--- src/ccr_pkg.sv ---
// constants and types for the charger configuration register bank
// Function
// - heat finish register, signed, resets to 125C code
// - thermal ramp caps charge code 31 to 0
// - halt bit 5 suspends charging while set
// - bit 4 starts resistance measurement when charging
// - bit 3 selects 11ms or 5s measurement interval when not charging
// - bit 2 keeps measurement running on battery
// - bit 1 runs power-point seek on droop level
// - bit 0 queues balance phase after absorb
// - balance request self clears: cap, halt, reset
// - host writing zero cancels balance phase
// - input current cap six bits, resets 63
// - input cap only reduces charge current
// - droop level eight bits, resets to 31
// - seek overrides droop; active level readable
// - storage arm sixteen bits, armed by 21325
// - armed storage engages once input below 1V
// - charge target five bits, resets to 31
// - active code follows target unless heat-limited
// - heat begin register resets to 120C code
// - absorb ends when elapsed seconds reach cap
// - balance phase ends when elapsed reaches cap
package ccr_pkg;
  localparam logic [7:0]  CMD_HEAT_BEGIN   = 8'h10;
  localparam logic [7:0]  CMD_HEAT_FINISH  = 8'h11;
  localparam logic [7:0]  CMD_SYS_CFG      = 8'h14;
  localparam logic [7:0]  CMD_IN_CAP       = 8'h15;
  localparam logic [7:0]  CMD_DROOP        = 8'h16;
  localparam logic [7:0]  CMD_STORE_ARM    = 8'h19;
  localparam logic [7:0]  CMD_CHG_TGT      = 8'h1a;
  localparam logic [7:0]  CMD_CHG_ACTIVE   = 8'h1e;
  localparam logic [7:0]  CMD_DROOP_ACTIVE = 8'h1f;

  localparam logic [15:0] RST_HEAT_BEGIN   = 16'h45e9;
  localparam logic [15:0] RST_HEAT_FINISH  = 16'h46d2;
  localparam logic [5:0]  RST_SYS_CFG      = 6'h00;
  localparam logic [5:0]  RST_IN_CAP       = 6'h3f;
  localparam logic [7:0]  RST_DROOP        = 8'h1f;
  localparam logic [15:0] RST_STORE_ARM    = 16'h0000;
  localparam logic [4:0]  RST_CHG_TGT      = 5'h1f;
  localparam logic [15:0] STORE_ARM_CODE   = 16'h534d;

  localparam int          BIT_HALT         = 5;
  localparam int          BIT_BSR          = 4;
  localparam int          BIT_RATE         = 3;
  localparam int          BIT_MEAS_ON      = 2;
  localparam int          BIT_SEEK         = 1;
  localparam int          BIT_BAL          = 0;
  localparam logic [4:0]  THERM_FULL       = 5'h1f;

  localparam int          CLK_PERIOD_NS    = 10;
  localparam int          SEC_NS           = 1000000000;
  localparam int          FAST_MEAS_NS     = 11000000;
  localparam int          SEC_CYC          = SEC_NS / CLK_PERIOD_NS;
  localparam int          FAST_MEAS_CYC    = FAST_MEAS_NS / CLK_PERIOD_NS;
  localparam logic [2:0]  SLOW_MEAS_S      = 3'h5;
  localparam logic [15:0] ABSORB_CAP_S     = 16'h1518;
  localparam logic [15:0] BAL_CAP_S        = 16'h0e10;

  typedef enum logic [3:0] {
    I2C_IDLE, I2C_ADDR, I2C_AACK, I2C_CMD, I2C_CACK,
    I2C_WDAT, I2C_WACK, I2C_RDAT, I2C_RACK
  } ccr_i2c_e;
endpackage

--- src/ccr_tmr_if.sv ---
// elapsed-seconds timer carrier between top and timer
`timescale 1ns/100ps
interface ccr_tmr_if;
  logic        run;
  logic        clear;
  logic [15:0] cap;
  logic        done;
  modport ctl (output run, output clear, output cap, input done);
  modport tmr (input run, input clear, input cap, output done);
endinterface

--- src/ccr_heat_ramp.sv ---
// thermal ramp limiting the active charge current code
`timescale 1ns/100ps
module ccr_heat_ramp (
  input  wire logic        mclk,
  input  wire logic        rst,
  input  wire logic [15:0] die_temp,
  input  wire logic [15:0] heat_begin,
  input  wire logic [15:0] heat_finish,
  input  wire logic [4:0]  target,
  output logic             engaged,
  output logic [4:0]       code
);
  // largest k with k*span <= 31*remaining; a comparator bank, no divider
  function automatic logic [4:0] ccr_ramp(input logic signed [16:0] sp,
                                          input logic signed [16:0] rm);
    logic [4:0]         r;
    logic signed [22:0] lim;
    r   = 5'h00;
    lim = 23'(rm) * 23'sd31;
    for (int k = 1; k < 32; k++) begin
      if (23'(sp) * 23'(k) <= lim) begin
        r = 5'(k);
      end
    end
    return r;
  endfunction

  localparam logic [4:0] THERM_RST = ccr_pkg::THERM_FULL;

  logic signed [16:0] span;
  logic signed [16:0] rem;
  logic               hot;
  logic [4:0]         cap;
  logic [4:0]         code_nxt;

  assign span = $signed({heat_finish[15], heat_finish}) - $signed({heat_begin[15], heat_begin});
  assign rem  = $signed({heat_finish[15], heat_finish}) - $signed({die_temp[15], die_temp});
  assign hot  = $signed(die_temp) > $signed(heat_begin);
  // a finish at or below begin leaves no ramp: cut straight to zero
  assign cap  = (span <= 17'sd0 || rem <= 17'sd0) ? 5'h00 : ccr_ramp(span, rem);
  assign code_nxt = (hot && cap < target) ? cap : target;

  always_ff @(posedge mclk or posedge rst) begin
    if (rst) begin
      engaged <= 1'b0;
      code    <= THERM_RST;
    end else begin
      engaged <= hot;
      code    <= code_nxt;
    end
  end
endmodule

--- src/ccr_sec_timer.sv ---
// phase timer counting one-second ticks up to a cap
`timescale 1ns/100ps
module ccr_sec_timer (
  input  wire logic mclk,
  input  wire logic rst,
  input  wire logic tick,
  ccr_tmr_if.tmr    t
);
  logic [15:0] cnt_r;

  always_ff @(posedge mclk or posedge rst) begin
    if (rst) begin
      cnt_r <= 16'h0000;
    end else if (t.clear) begin
      cnt_r <= 16'h0000;
    end else if (t.run && tick && !t.done) begin
      cnt_r <= cnt_r + 16'h0001;
    end
  end

  // holds at cap so done stays up until cleared
  assign t.done = (cnt_r >= t.cap);
endmodule

--- src/ccr_top.sv ---
// charger configuration register bank behind the two-wire port
`timescale 1ns/100ps
module ccr_top #(
  parameter logic [6:0] DEV_ADDR      = 7'h5a,
  parameter int         SEC_CYC       = ccr_pkg::SEC_CYC,
  parameter int         FAST_MEAS_CYC = ccr_pkg::FAST_MEAS_CYC
) (
  input  wire logic        mclk,
  input  wire logic        rst,
  input  wire logic        scl_in,
  input  wire logic        sda_in,
  output logic             sda_out,
  output logic             sda_oe_n,
  input  wire logic [15:0] die_temp,
  input  wire logic        charging_active,
  input  wire logic        input_present,
  input  wire logic        in_absorb,
  input  wire logic        ibat_below_cx,
  input  wire logic        vin_low_in,
  input  wire logic [7:0]  mppt_droop,
  output logic             charge_halt,
  output logic [5:0]       input_cap_code,
  output logic [4:0]       charge_code_active,
  output logic             heat_limit_engaged,
  output logic [7:0]       droop_active,
  output logic             seek_run,
  output logic             meas_active,
  output logic             meas_strobe,
  output logic             bsr_start,
  output logic             absorb_end,
  output logic             bal_phase,
  output logic             storage_engage
);
  localparam int SEC_W  = $clog2(SEC_CYC);
  localparam int FAST_W = $clog2(FAST_MEAS_CYC);

  if (SEC_CYC < 2 || FAST_MEAS_CYC < 2) begin : g_bad_cycles
    $error("cycle counts must be at least 2");
  end

  // pin synchronisers: scl, sda, low-input comparator
  logic [2:0] pin_raw;
  logic [2:0] sy1_r;
  logic [2:0] sy2_r;
  logic [2:0] sy3_r;
  logic [2:0] flt_r;
  logic [2:0] flt_d_r;

  assign pin_raw = {vin_low_in, sda_in, scl_in};

  for (genvar i = 0; i < 3; i++) begin : g_sync
    always_ff @(posedge mclk or posedge rst) begin
      if (rst) begin
        sy1_r[i]   <= (i < 2);
        sy2_r[i]   <= (i < 2);
        sy3_r[i]   <= (i < 2);
        flt_r[i]   <= (i < 2);
        flt_d_r[i] <= (i < 2);
      end else begin
        sy1_r[i]   <= pin_raw[i];
        sy2_r[i]   <= sy1_r[i];
        sy3_r[i]   <= sy2_r[i];
        if (sy2_r[i] == sy3_r[i]) begin
          flt_r[i] <= sy3_r[i];
        end
        flt_d_r[i] <= flt_r[i];
      end
    end
  end

  logic scl_rise;
  logic scl_fall;
  logic sda_hi;
  logic bus_start;
  logic bus_stop;
  logic vin_low;

  assign sda_hi    = flt_r[1];
  assign vin_low   = flt_r[2];
  assign scl_rise  = flt_r[0] & ~flt_d_r[0];
  assign scl_fall  = ~flt_r[0] & flt_d_r[0];
  assign bus_start = flt_r[0] & flt_d_r[0] & flt_d_r[1] & ~sda_hi;
  assign bus_stop  = flt_r[0] & flt_d_r[0] & ~flt_d_r[1] & sda_hi;

  // registers
  logic [15:0] heat_begin_r;
  logic [15:0] heat_finish_r;
  logic [5:0]  cfg_r;
  logic [5:0]  in_cap_r;
  logic [7:0]  droop_r;
  logic [15:0] arm_r;
  logic [4:0]  chg_tgt_r;

  // two-wire slave
  ccr_pkg::ccr_i2c_e st_r;
  logic [3:0]  cnt_r;
  logic [7:0]  sh_r;
  logic [7:0]  tx_r;
  logic        rw_r;
  logic        hi_r;
  logic        nack_r;
  logic        drv_r;
  logic [7:0]  cmd_r;
  logic [7:0]  wlo_r;
  logic [15:0] rword_r;
  logic        wr_stb_r;
  logic [15:0] wr_data_r;
  logic [15:0] rd_val;

  // unmapped commands read zero, narrow registers zero-extend
  assign rd_val =
    (cmd_r == ccr_pkg::CMD_HEAT_BEGIN)   ? heat_begin_r :
    (cmd_r == ccr_pkg::CMD_HEAT_FINISH)  ? heat_finish_r :
    (cmd_r == ccr_pkg::CMD_SYS_CFG)      ? {10'h000, cfg_r} :
    (cmd_r == ccr_pkg::CMD_IN_CAP)       ? {10'h000, in_cap_r} :
    (cmd_r == ccr_pkg::CMD_DROOP)        ? {8'h00, droop_r} :
    (cmd_r == ccr_pkg::CMD_STORE_ARM)    ? arm_r :
    (cmd_r == ccr_pkg::CMD_CHG_TGT)      ? {11'h000, chg_tgt_r} :
    (cmd_r == ccr_pkg::CMD_CHG_ACTIVE)   ? {11'h000, charge_code_active} :
    (cmd_r == ccr_pkg::CMD_DROOP_ACTIVE) ? {8'h00, droop_active} : 16'h0000;

  assign sda_out  = 1'b0;
  assign sda_oe_n = ~drv_r;

  always_ff @(posedge mclk or posedge rst) begin
    if (rst) begin
      st_r      <= ccr_pkg::I2C_IDLE;
      cnt_r     <= 4'h0;
      sh_r      <= 8'h00;
      tx_r      <= 8'h00;
      rw_r      <= 1'b0;
      hi_r      <= 1'b0;
      nack_r    <= 1'b1;
      drv_r     <= 1'b0;
      cmd_r     <= 8'h00;
      wlo_r     <= 8'h00;
      rword_r   <= 16'h0000;
      wr_stb_r  <= 1'b0;
      wr_data_r <= 16'h0000;
    end else begin
      wr_stb_r <= 1'b0;
      if (bus_start) begin
        st_r  <= ccr_pkg::I2C_ADDR;
        cnt_r <= 4'h0;
        drv_r <= 1'b0;
      end else if (bus_stop) begin
        st_r  <= ccr_pkg::I2C_IDLE;
        drv_r <= 1'b0;
      end else if (scl_rise) begin
        if (st_r == ccr_pkg::I2C_ADDR || st_r == ccr_pkg::I2C_CMD ||
            st_r == ccr_pkg::I2C_WDAT) begin
          sh_r  <= {sh_r[6:0], sda_hi};
          cnt_r <= cnt_r + 4'h1;
        end else if (st_r == ccr_pkg::I2C_RDAT) begin
          cnt_r <= cnt_r + 4'h1;
        end else if (st_r == ccr_pkg::I2C_RACK) begin
          nack_r <= sda_hi;
        end
      end else if (scl_fall) begin
        unique case (st_r)
          ccr_pkg::I2C_IDLE: begin
          end
          ccr_pkg::I2C_ADDR: begin
            if (cnt_r == 4'h8) begin
              if (sh_r[7:1] == DEV_ADDR) begin
                st_r    <= ccr_pkg::I2C_AACK;
                drv_r   <= 1'b1;
                rw_r    <= sh_r[0];
                rword_r <= rd_val;
              end else begin
                st_r <= ccr_pkg::I2C_IDLE;
              end
            end
          end
          ccr_pkg::I2C_AACK: begin
            cnt_r <= 4'h0;
            hi_r  <= 1'b0;
            if (rw_r) begin
              st_r  <= ccr_pkg::I2C_RDAT;
              tx_r  <= rword_r[7:0];
              drv_r <= ~rword_r[7];
            end else begin
              st_r  <= ccr_pkg::I2C_CMD;
              drv_r <= 1'b0;
            end
          end
          ccr_pkg::I2C_CMD: begin
            if (cnt_r == 4'h8) begin
              cmd_r <= sh_r;
              st_r  <= ccr_pkg::I2C_CACK;
              drv_r <= 1'b1;
            end
          end
          ccr_pkg::I2C_CACK, ccr_pkg::I2C_WACK: begin
            st_r  <= ccr_pkg::I2C_WDAT;
            cnt_r <= 4'h0;
            drv_r <= 1'b0;
          end
          ccr_pkg::I2C_WDAT: begin
            if (cnt_r == 4'h8) begin
              // low byte first; the word commits only with its high byte
              if (!hi_r) begin
                wlo_r <= sh_r;
              end else begin
                wr_stb_r  <= 1'b1;
                wr_data_r <= {sh_r, wlo_r};
              end
              hi_r  <= ~hi_r;
              st_r  <= ccr_pkg::I2C_WACK;
              drv_r <= 1'b1;
            end
          end
          ccr_pkg::I2C_RDAT: begin
            if (cnt_r == 4'h8) begin
              st_r  <= ccr_pkg::I2C_RACK;
              hi_r  <= ~hi_r;
              drv_r <= 1'b0;
            end else begin
              tx_r  <= {tx_r[6:0], 1'b0};
              drv_r <= ~tx_r[6];
            end
          end
          ccr_pkg::I2C_RACK: begin
            cnt_r <= 4'h0;
            if (!nack_r) begin
              st_r  <= ccr_pkg::I2C_RDAT;
              tx_r  <= hi_r ? rword_r[15:8] : rword_r[7:0];
              drv_r <= hi_r ? ~rword_r[15] : ~rword_r[7];
            end else begin
              st_r <= ccr_pkg::I2C_IDLE;
            end
          end
        endcase
      end
    end
  end

  // write decode
  logic we_begin;
  logic we_finish;
  logic we_cfg;
  logic we_in_cap;
  logic we_droop;
  logic we_arm;
  logic we_tgt;

  assign we_begin  = wr_stb_r && cmd_r == ccr_pkg::CMD_HEAT_BEGIN;
  assign we_finish = wr_stb_r && cmd_r == ccr_pkg::CMD_HEAT_FINISH;
  assign we_cfg    = wr_stb_r && cmd_r == ccr_pkg::CMD_SYS_CFG;
  assign we_in_cap = wr_stb_r && cmd_r == ccr_pkg::CMD_IN_CAP;
  assign we_droop  = wr_stb_r && cmd_r == ccr_pkg::CMD_DROOP;
  assign we_arm    = wr_stb_r && cmd_r == ccr_pkg::CMD_STORE_ARM;
  assign we_tgt    = wr_stb_r && cmd_r == ccr_pkg::CMD_CHG_TGT;

  // phase timers and sequencing
  ccr_tmr_if abs_t ();
  ccr_tmr_if bal_t ();
  logic [SEC_W-1:0] sec_cnt_r;
  logic             sec_tick;
  logic             absorb_done;
  logic             absorb_done_d_r;
  logic             halt_nxt;
  logic             bal_nxt;

  assign sec_tick    = (sec_cnt_r == SEC_W'(SEC_CYC - 1));
  assign abs_t.run   = in_absorb && !charge_halt;
  assign abs_t.clear = !in_absorb;
  assign abs_t.cap   = ccr_pkg::ABSORB_CAP_S;
  assign absorb_done = in_absorb && (abs_t.done || ibat_below_cx);
  assign bal_t.run   = bal_phase;
  assign bal_t.clear = !bal_phase;
  assign bal_t.cap   = ccr_pkg::BAL_CAP_S;

  ccr_sec_timer u_abs_tmr (.mclk(mclk), .rst(rst), .tick(sec_tick), .t(abs_t));
  ccr_sec_timer u_bal_tmr (.mclk(mclk), .rst(rst), .tick(sec_tick), .t(bal_t));

  assign halt_nxt = we_cfg ? wr_data_r[ccr_pkg::BIT_HALT] : cfg_r[ccr_pkg::BIT_HALT];
  // self clear beats a host write landing in the same cycle
  assign bal_nxt  = (halt_nxt || bal_t.done) ? 1'b0 :
                    we_cfg ? wr_data_r[ccr_pkg::BIT_BAL] : cfg_r[ccr_pkg::BIT_BAL];

  always_ff @(posedge mclk or posedge rst) begin
    if (rst) begin
      heat_begin_r  <= ccr_pkg::RST_HEAT_BEGIN;
      heat_finish_r <= ccr_pkg::RST_HEAT_FINISH;
      cfg_r         <= ccr_pkg::RST_SYS_CFG;
      in_cap_r      <= ccr_pkg::RST_IN_CAP;
      droop_r       <= ccr_pkg::RST_DROOP;
      arm_r         <= ccr_pkg::RST_STORE_ARM;
      chg_tgt_r     <= ccr_pkg::RST_CHG_TGT;
    end else begin
      if (we_begin)  heat_begin_r  <= wr_data_r;
      if (we_finish) heat_finish_r <= wr_data_r;
      if (we_cfg)    cfg_r[5:1]    <= wr_data_r[5:1];
      cfg_r[ccr_pkg::BIT_BAL] <= bal_nxt;
      if (we_in_cap) in_cap_r      <= wr_data_r[5:0];
      if (we_droop)  droop_r       <= wr_data_r[7:0];
      if (we_arm)    arm_r         <= wr_data_r;
      if (we_tgt)    chg_tgt_r     <= wr_data_r[4:0];
    end
  end

  assign charge_halt    = cfg_r[ccr_pkg::BIT_HALT];
  assign seek_run       = cfg_r[ccr_pkg::BIT_SEEK];
  // feeds only the charge loop; system load current passes unchecked
  assign input_cap_code = in_cap_r;

  ccr_heat_ramp u_heat (
    .mclk        (mclk),
    .rst         (rst),
    .die_temp    (die_temp),
    .heat_begin  (heat_begin_r),
    .heat_finish (heat_finish_r),
    .target      (chg_tgt_r),
    .engaged     (heat_limit_engaged),
    .code        (charge_code_active)
  );

  // measurement pacing
  logic [FAST_W-1:0] fast_cnt_r;
  logic [2:0]        slow_cnt_r;
  logic              meas_on;
  logic              meas_fast;
  logic              bsr_pend_r;

  assign meas_on   = cfg_r[ccr_pkg::BIT_MEAS_ON] || input_present;
  assign meas_fast = cfg_r[ccr_pkg::BIT_RATE] || charging_active;

  always_ff @(posedge mclk or posedge rst) begin
    if (rst) begin
      sec_cnt_r       <= '0;
      fast_cnt_r      <= '0;
      slow_cnt_r      <= 3'h0;
      meas_active     <= 1'b0;
      meas_strobe     <= 1'b0;
      bsr_pend_r      <= 1'b0;
      bsr_start       <= 1'b0;
      absorb_done_d_r <= 1'b0;
      absorb_end      <= 1'b0;
      bal_phase       <= 1'b0;
      droop_active    <= ccr_pkg::RST_DROOP;
      storage_engage  <= 1'b0;
    end else begin
      sec_cnt_r   <= sec_tick ? '0 : sec_cnt_r + 1'b1;
      meas_active <= meas_on;
      if (!meas_on || fast_cnt_r == FAST_W'(FAST_MEAS_CYC - 1)) begin
        fast_cnt_r <= '0;
      end else begin
        fast_cnt_r <= fast_cnt_r + 1'b1;
      end
      if (!meas_on || (sec_tick && slow_cnt_r == ccr_pkg::SLOW_MEAS_S - 3'h1)) begin
        slow_cnt_r <= 3'h0;
      end else if (sec_tick) begin
        slow_cnt_r <= slow_cnt_r + 3'h1;
      end
      meas_strobe <= meas_on && (meas_fast ? fast_cnt_r == FAST_W'(FAST_MEAS_CYC - 1) :
                     (sec_tick && slow_cnt_r == ccr_pkg::SLOW_MEAS_S - 3'h1));
      // a fresh request beats the firing that retires the old one
      bsr_pend_r <= (we_cfg && wr_data_r[ccr_pkg::BIT_BSR]) ||
                    (bsr_pend_r && !charging_active);
      bsr_start  <= bsr_pend_r && charging_active;
      absorb_done_d_r <= absorb_done;
      absorb_end      <= absorb_done && !absorb_done_d_r;
      if (!bal_nxt || charge_halt || bal_t.done) begin
        bal_phase <= 1'b0;
      end else if (absorb_done && cfg_r[ccr_pkg::BIT_BAL]) begin
        bal_phase <= 1'b1;
      end
      droop_active <= cfg_r[ccr_pkg::BIT_SEEK] ? mppt_droop : droop_r;
      // stays engaged once the input has dropped while armed
      if (arm_r == ccr_pkg::STORE_ARM_CODE && vin_low) begin
        storage_engage <= 1'b1;
      end
    end
  end
endmodule

--- config.mk ---
export PLATFORM = sky130hd
export DESIGN_NAME = ccr_top
export DESIGN_NICKNAME = d
export VERILOG_FILES = /design/src/ccr_pkg.sv /design/src/ccr_tmr_if.sv /design/src/ccr_heat_ramp.sv /design/src/ccr_sec_timer.sv /design/src/ccr_top.sv
export SDC_FILE = /design/constraint.sdc
export NUM_CORES = 2
export LEC_CHECK = 0
export BUFFER_PORTS_ARGS = -buffer_cell sky130_fd_sc_hd__buf_2
export CAP_MARGIN = 40
export CORE_MARGIN = 5
export CORE_UTILIZATION = 55
export CTS_CLUSTER_DIAMETER = 80
export DETAILED_ROUTE_END_ITERATION = 10
export GPL_ROUTABILITY_DRIVEN = 0
export PLACE_DENSITY = 0.67
export SYNTH_ARGS = -nofsm -noshare
export SYNTH_HDL_FRONTEND = slang
export SYNTH_SLANG_ARGS = --single-unit
--- constraint.sdc ---
create_clock -name mclk -period 13.65 [get_ports mclk]
set_input_delay 1.365 -clock mclk [delete_from_list [all_inputs] [get_ports mclk]]
set_output_delay 1.365 -clock mclk [all_outputs]
set_load 0.05 [all_outputs]
* Word level (Yosys, flattened, before mapping) *
Index checks and enable logic that the tools add are counted.
W data, S select, Z words.

word-level totals
  register bits after elaboration = 268
  input port bits = 33
  output and inout port bits = 30

cells by class
  $add $sub $neg = 8
  multiply operators = 27
  magnitude comparators = 37
  equal/unequal tests = 42
  multiplexer cells = 102
  bitwise operators = 21
  reduce and logical (&&, ||, !) cells = 65

operator list
  kind                     number
  $le A23 B23 Y1           26
  $mul A17 B6 Y23 const B  9
  $mul A17 B5 Y22 const B  8
  $mux W16                 10
  $mul A17 B4 Y21 const B  6
  $mux W4                  23
  $mux W5                  18
  $mul A17 B3 Y20 const B  4
  $eq A8 B5 Y1 const B     9
  $reduce_and A7 Y1        5
  $le A17 B1 Y1 const B    2
  $sub A16 B16 Y17         2
  $add A16 B1 Y16 const B  2
  $mux W8                  4
  $mux W7                  4
  $pmux W4 S7              1
  $add A27 B1 Y27 const B  1
  $eq A27 B27 Y1 const B   1
  $mux W27                 1
  $mux W1                  26
  $mux W3                  8
  $le A17 B23 Y1           1
  $le A18 B23 Y1           1
  $le A19 B23 Y1           1
  43 further kinds         129

* Depth between registers and ports, before layout *
  depth in word-level cells = 38
  mapped depth = 49
  mapped depth without buffers = 49

* Hierarchy *
A second synthesis with hierarchy kept.

unflattened totals
  cells, all modules = 5,939
  area, all modules = 51,667.1 µm²

by module, submodules not included
  module         times used  cells each  area an instance (µm²)
  ccr_heat_ramp  1           4,715       38,406.8
  ccr_top        1           928         10,732.8
  ccr_sec_timer  2           148         1,263.7

* Worst setup path after synthesis *
No wires, ideal clock.

  path type = input-to-reg
  from = in die_temp[0]
  to = reg u_heat.code[1]
  setup time = 97 ps
  arrival = 12,111 ps
  required time = 13,553 ps
  path slack = 1,442 ps
  stages on the path = 44
  buffers on the path = 0
  cell sequence = ha_1 fa_1 nand2b_1 nand2b_1 a21o_1 xor2_1 inv_1 fa_1 fa_1 fa_1 inv_1 ha_1 nor2b_1 o31ai_1 a21oi_1 or2_2 and2_1 a21o_1 [8 not listed] a2111oi_0 maj3_1 o21ai_1 a211oi_1 or4_1 maj3_2 nor4_1 nor3_1 or2_1 a31o_2 inv_1 ha_1 a21o_1 a21o_1 a21oi_1 nand2_1 a311oi_2 o32ai_1

on the way
  longest elaborated chain between the ends = 38
  elaborated cells between the ends (all ways) = 71
  those cells by class = 1 x add/sub; 1 x mul; 34 x order compare; 33 x mux; 2 x reduce/logical

RTL lines
  item                          line                 source
  start, declared               ccr_top.sv:14        input wire logic [15:0] die_temp,
  $sub A16 B16 Y17              ccr_heat_ramp.sv:37  assign rem = $signed({heat_finish[15], heat_finish}) - $signed({die_temp[15], die_temp});
  $mul A17 B6 Y23               ccr_heat_ramp.sv:19  lim = 23'(rm) * 23'sd31;
  $le A17 B23 Y1                ccr_heat_ramp.sv:21  if (23'(sp) * 23'(k) <= lim) begin
  $mux W1                       ccr_heat_ramp.sv:21
  $mux W2 (2 in a row)          ccr_heat_ramp.sv:21
  $mux W3 (4 in a row)          ccr_heat_ramp.sv:21
  $mux W4 (8 in a row)          ccr_heat_ramp.sv:21
  $mux W5 (16 in a row)         ccr_heat_ramp.sv:21
  $mux W5                       ccr_heat_ramp.sv:40  assign cap = (span <= 17'sd0 || rem <= 17'sd0) ? 5'h00 : ccr_ramp(span, rem);
  $lt A5 B5 Y1                  ccr_heat_ramp.sv:41  assign code_nxt = (hot && cap < target) ? cap : target;
  $logic_and A1 B1 Y1           ccr_heat_ramp.sv:41
  $mux W5 *                     ccr_heat_ramp.sv:41
  named net u_heat.code_nxt[1]  ccr_heat_ramp.sv:34  logic [4:0] code_nxt;
  end signal, assigned          ccr_heat_ramp.sv:49  code <= code_nxt;
  end, declared                 ccr_heat_ramp.sv:11  output logic [4:0] code

Mark *: on every way through the listed nets, which the timed path passes. The rest lies on a longest branch.
A chain may end at the register's enable or synchronous reset.

* Final worst setup path *
  from = in die_temp[0]
  to = reg u_heat.code[2]

The elaborated chain is that of the path after synthesis.

==> flow_metrics.py <==
metrics = {
    "floorplan": {
        "fp.dieH_um": 311,
        "io_pins": 63,
        "dieArea_um2": 96900,
        "start_util": 0.554,
        "die_x_um": 311,
        "fp.coreArea_um2": 90100,
        "num_rows": 110,
    },
    "logic_synthesis": {
        "yosysSeqAreaShare": 0.136,
        "syn_inst": 5720,
        "synthFlopType": "dfrtp_1",
        "synth.ff_latch_count": 268,
        "syn_nets": 7045,
        "synth_cell_types": 120,
        "synth.avg_cell_area_um2": 8.73,
        "async_flop_share": 1.00,
        "synth-edff-count": 0,
        "netlist_area_um2": 49900,
        "yosys_warnings": 0,
    },
    "sta": {
        "fin_crit_sh": 0.886,
        "tightest_slew_ns": 1.02,
        "finalHoldViolCount": 0,
        "fin_skew_ns": 0.0191,
        "rsz0062_at_grt": "false",
        "setup_viol": 0,
        "max_freq_mhz": 82.7,
        "fin_crit_ns": 12.09,
        "final_max_slew_viol_count": 0,
        "relSlewSlack": 0.314,
        "setup_slack_ns": 1.56,
        "final.setup.tns_ns": 0,
    },
    "drt": {
        "drtIter0Drc": 4335,
        "num_vias": 45400,
        "drc": 0,
        "vias_per_cell": 6.44,
        "drt-pass1-iter-count": 10,
        "wirelength_um": 173000,
        "final_antenna_net_count": 0,
        "avgRoutedWirePerCell_um": 24.6,
    },
    "worst_setup_path": {
        "crit_path_start_kind": "primary input",
        "r2r_cells": 44,
        "rr_startpoint": "heat_finish_r[2]",
        "cp.arrival_ns": 12.54,
        "r2r-end": "u_heat.code[2]",
        "crit_path_end_kind": "flop",
        "required_ns": 14.10,
        "crit_path_start": "die_temp[0]",
        "critical-path-max-stage-delay_ns": 0.56,
        "path_class": "primary input to flop",
        "crit_fanout": 17,
        "cp_slowest_cell": "fa_1",
        "rrSetupSlack_ns": 1.89,
    },
    "cells_and_area": {
        "final_cell_area_um2": 53600,
        "layout-drive-gt1-share": 0.0868,
        "syn_to_final_growth_pct": 7.27,
        "fin_nets": 7167,
        "layoutNonFillerInstCount": 7040,
    },
    "outcome": {
        "status": "complete, no violations",
    },
    "placed_design": {
        "numPortBuffers": 61,
        "place_area_um2": 52700,
        "pre_cts_ws_ns": 1.21,
        "dp_hpwl_um": 138000,
        "dp.cells": 6991,
    },
    "grt": {
        "antenna_found_initial": 5,
        "overflow": 0,
        "first_global_vias": 44200,
        "gr-usage-all-layers": 0.345,
        "grt_start_max_net_pins": 95,
        "grt_pass1_wl_um": 262000,
    },
    "flow_run": {
        "drv_cap": 0,
    },
    "cts": {
        "cts_tree": "built",
        "clk_transition_reported_paths_ns": 0.07,
        "clock_latency_ns": 0.55,
        "cts_buffer_depth": 3,
        "cts.sinks": 268,
        "cts_made_buffers": 25,
        "cts_resized": 0,
        "cts_root_buf": "clkbuf_16",
        "cts_hold_buf": 0,
        "post-cts-setup-buffers": 0,
        "cts_max_level": 1,
    },
    "min_path": {
        "worstHoldStart": "sy1_r[1]",
        "hold_path_depth": 0,
        "min_path_type": "flop to flop",
        "hold_path_end": "sy2_r[1]",
    },
    "pwr": {
        "peakVddDrop_mv": 0.291,
        "p_leak_nw": 28.2,
        "power_density_nw_per_um2": 155,
    },
}
cells in the mapped netlist, types with 53 or more instances:
cell type	count	area, µm²
a211oi_1	60	450
a21o_1	141	1060
a21oi_1	351	1760
a31oi_1	55	344
and2_1	53	332
and3_1	61	382
clkbuf_1	55	206
dfrtp_1	216	5410
fa_1	280	5610
ha_1	1012	12700
inv_1	600	2250
mux2_2	108	1220
nand2_1	335	1260
nand2b_1	66	413
nand3_1	138	691
nand4_1	120	751
nor2_1	360	1350
nor2b_1	86	538
nor3_1	94	470
o21a_1	105	788
o21ai_0	273	1370
xnor2_1	251	2200
xor2_1	96	841
final cells by class:
type	instances	area, µm²
clock inverters	14	198
well taps	1176	1470
diodes	3	7.51
clock buffers	32	672
fillers	8211	36600
flip-flops and latches	268	6770
repair buffers	178	1340
multi-input cells	4762	40800
inverters	607	2290
through the flow:
stage	total power [mW]	hold WS, ns	util
after floorplan	4.61	0.331	-
after global placement	7.09	0.343	0.582
after detailed placement	7.28	0.348	0.585
after CTS	8.05	0.357	0.594
after global routing	8.80	0.362	0.594
final	8.29	0.356	0.594
worst max path at each step:
| stage | endpoint | depth (start not counted) |
|---|---|---|
| after floorplan | u_heat.code[1] | 44 |
| after global placement | u_heat.code[2] | 46 |
| after detailed placement | u_heat.code[1] | 46 |
| after CTS | u_heat.code[1] | 46 |
| after global routing | u_heat.code[1] | 46 |
| final | u_heat.code[2] | 46 |
layer usage:
metal	up-vias	wire, µm	GRT usage
met3	720	16100	0.0675
li1	21000	-	-
met1	21400	67400	0.429
met4	2	15800	0.239
met2	2192	73700	0.541
met5	-	13	0
placed cells by master (no fill, tap or decap), drive strengths merged, types with 138 or more instances in the layout:
cell and count:
a21o 141, a21oi 355, buf 177, nand3 138, ha 1012, fa 280, nor2 361, o21ai 291
nand2 336, inv 609, dfrtp 216, xnor2 252
state kept, by name, indices dropped and copies added (netlist names), 4 cells and up:
| register | flops |
|---|---|
| u_bal_tmr.cnt_r | 16 |
| heat_begin_r | 16 |
| arm_r | 16 |
| rword_r | 16 |
| wr_data_r | 16 |
| sh_r | 8 |
| st_r | 4 |
| droop_r | 8 |
| heat_finish_r | 16 |
| sec_cnt_r | 27 |
| wlo_r | 8 |
| fast_cnt_r | 21 |
| cmd_r | 8 |
| cfg_r | 6 |
| tx_r | 7 |
| u_abs_tmr.cnt_r | 16 |
| input_cap_code | 6 |
| chg_tgt_r | 5 |
| droop_active | 8 |
| u_heat.code | 5 |
| cnt_r | 4 |
worst max-delay path, delay by kind of cell:
family	cells	cell delay [ns]
compound gates	15	2.82
xor+xnor	2	0.64
fa+ha+maj	10	3.76
buf+inv	5	0.81
simple gates	14	3.13
logic make-up (layout without fill, tap and decap cells):
family                   after synthesis  in the layout  share of synthesized area
AND/OR/NAND/NOR                     1519           1519                      0.154
AO/OA/AOI/OAI                       1447           1447                      0.196
adder cells (fa/ha/maj)             1328           1328                      0.373
buffers and inverters                690            831                     0.0533
XOR/XNOR                             350            350                     0.0621
flip-flops                           268            268                      0.136
multiplexers                         117            117                     0.0263
other                                  1              4                  0.0000751
power breakdown:
part / total [mW] / internal (mW) / switching [mW]
sequential: 0.824 / 0.807 / 0.0165
clock: 0.749 / 0.429 / 0.320
combinational: 6.72 / 2.15 / 4.57
total: 8.29 / 3.38 / 4.91
No activity file was read; power rests on OpenSTA's default activity.
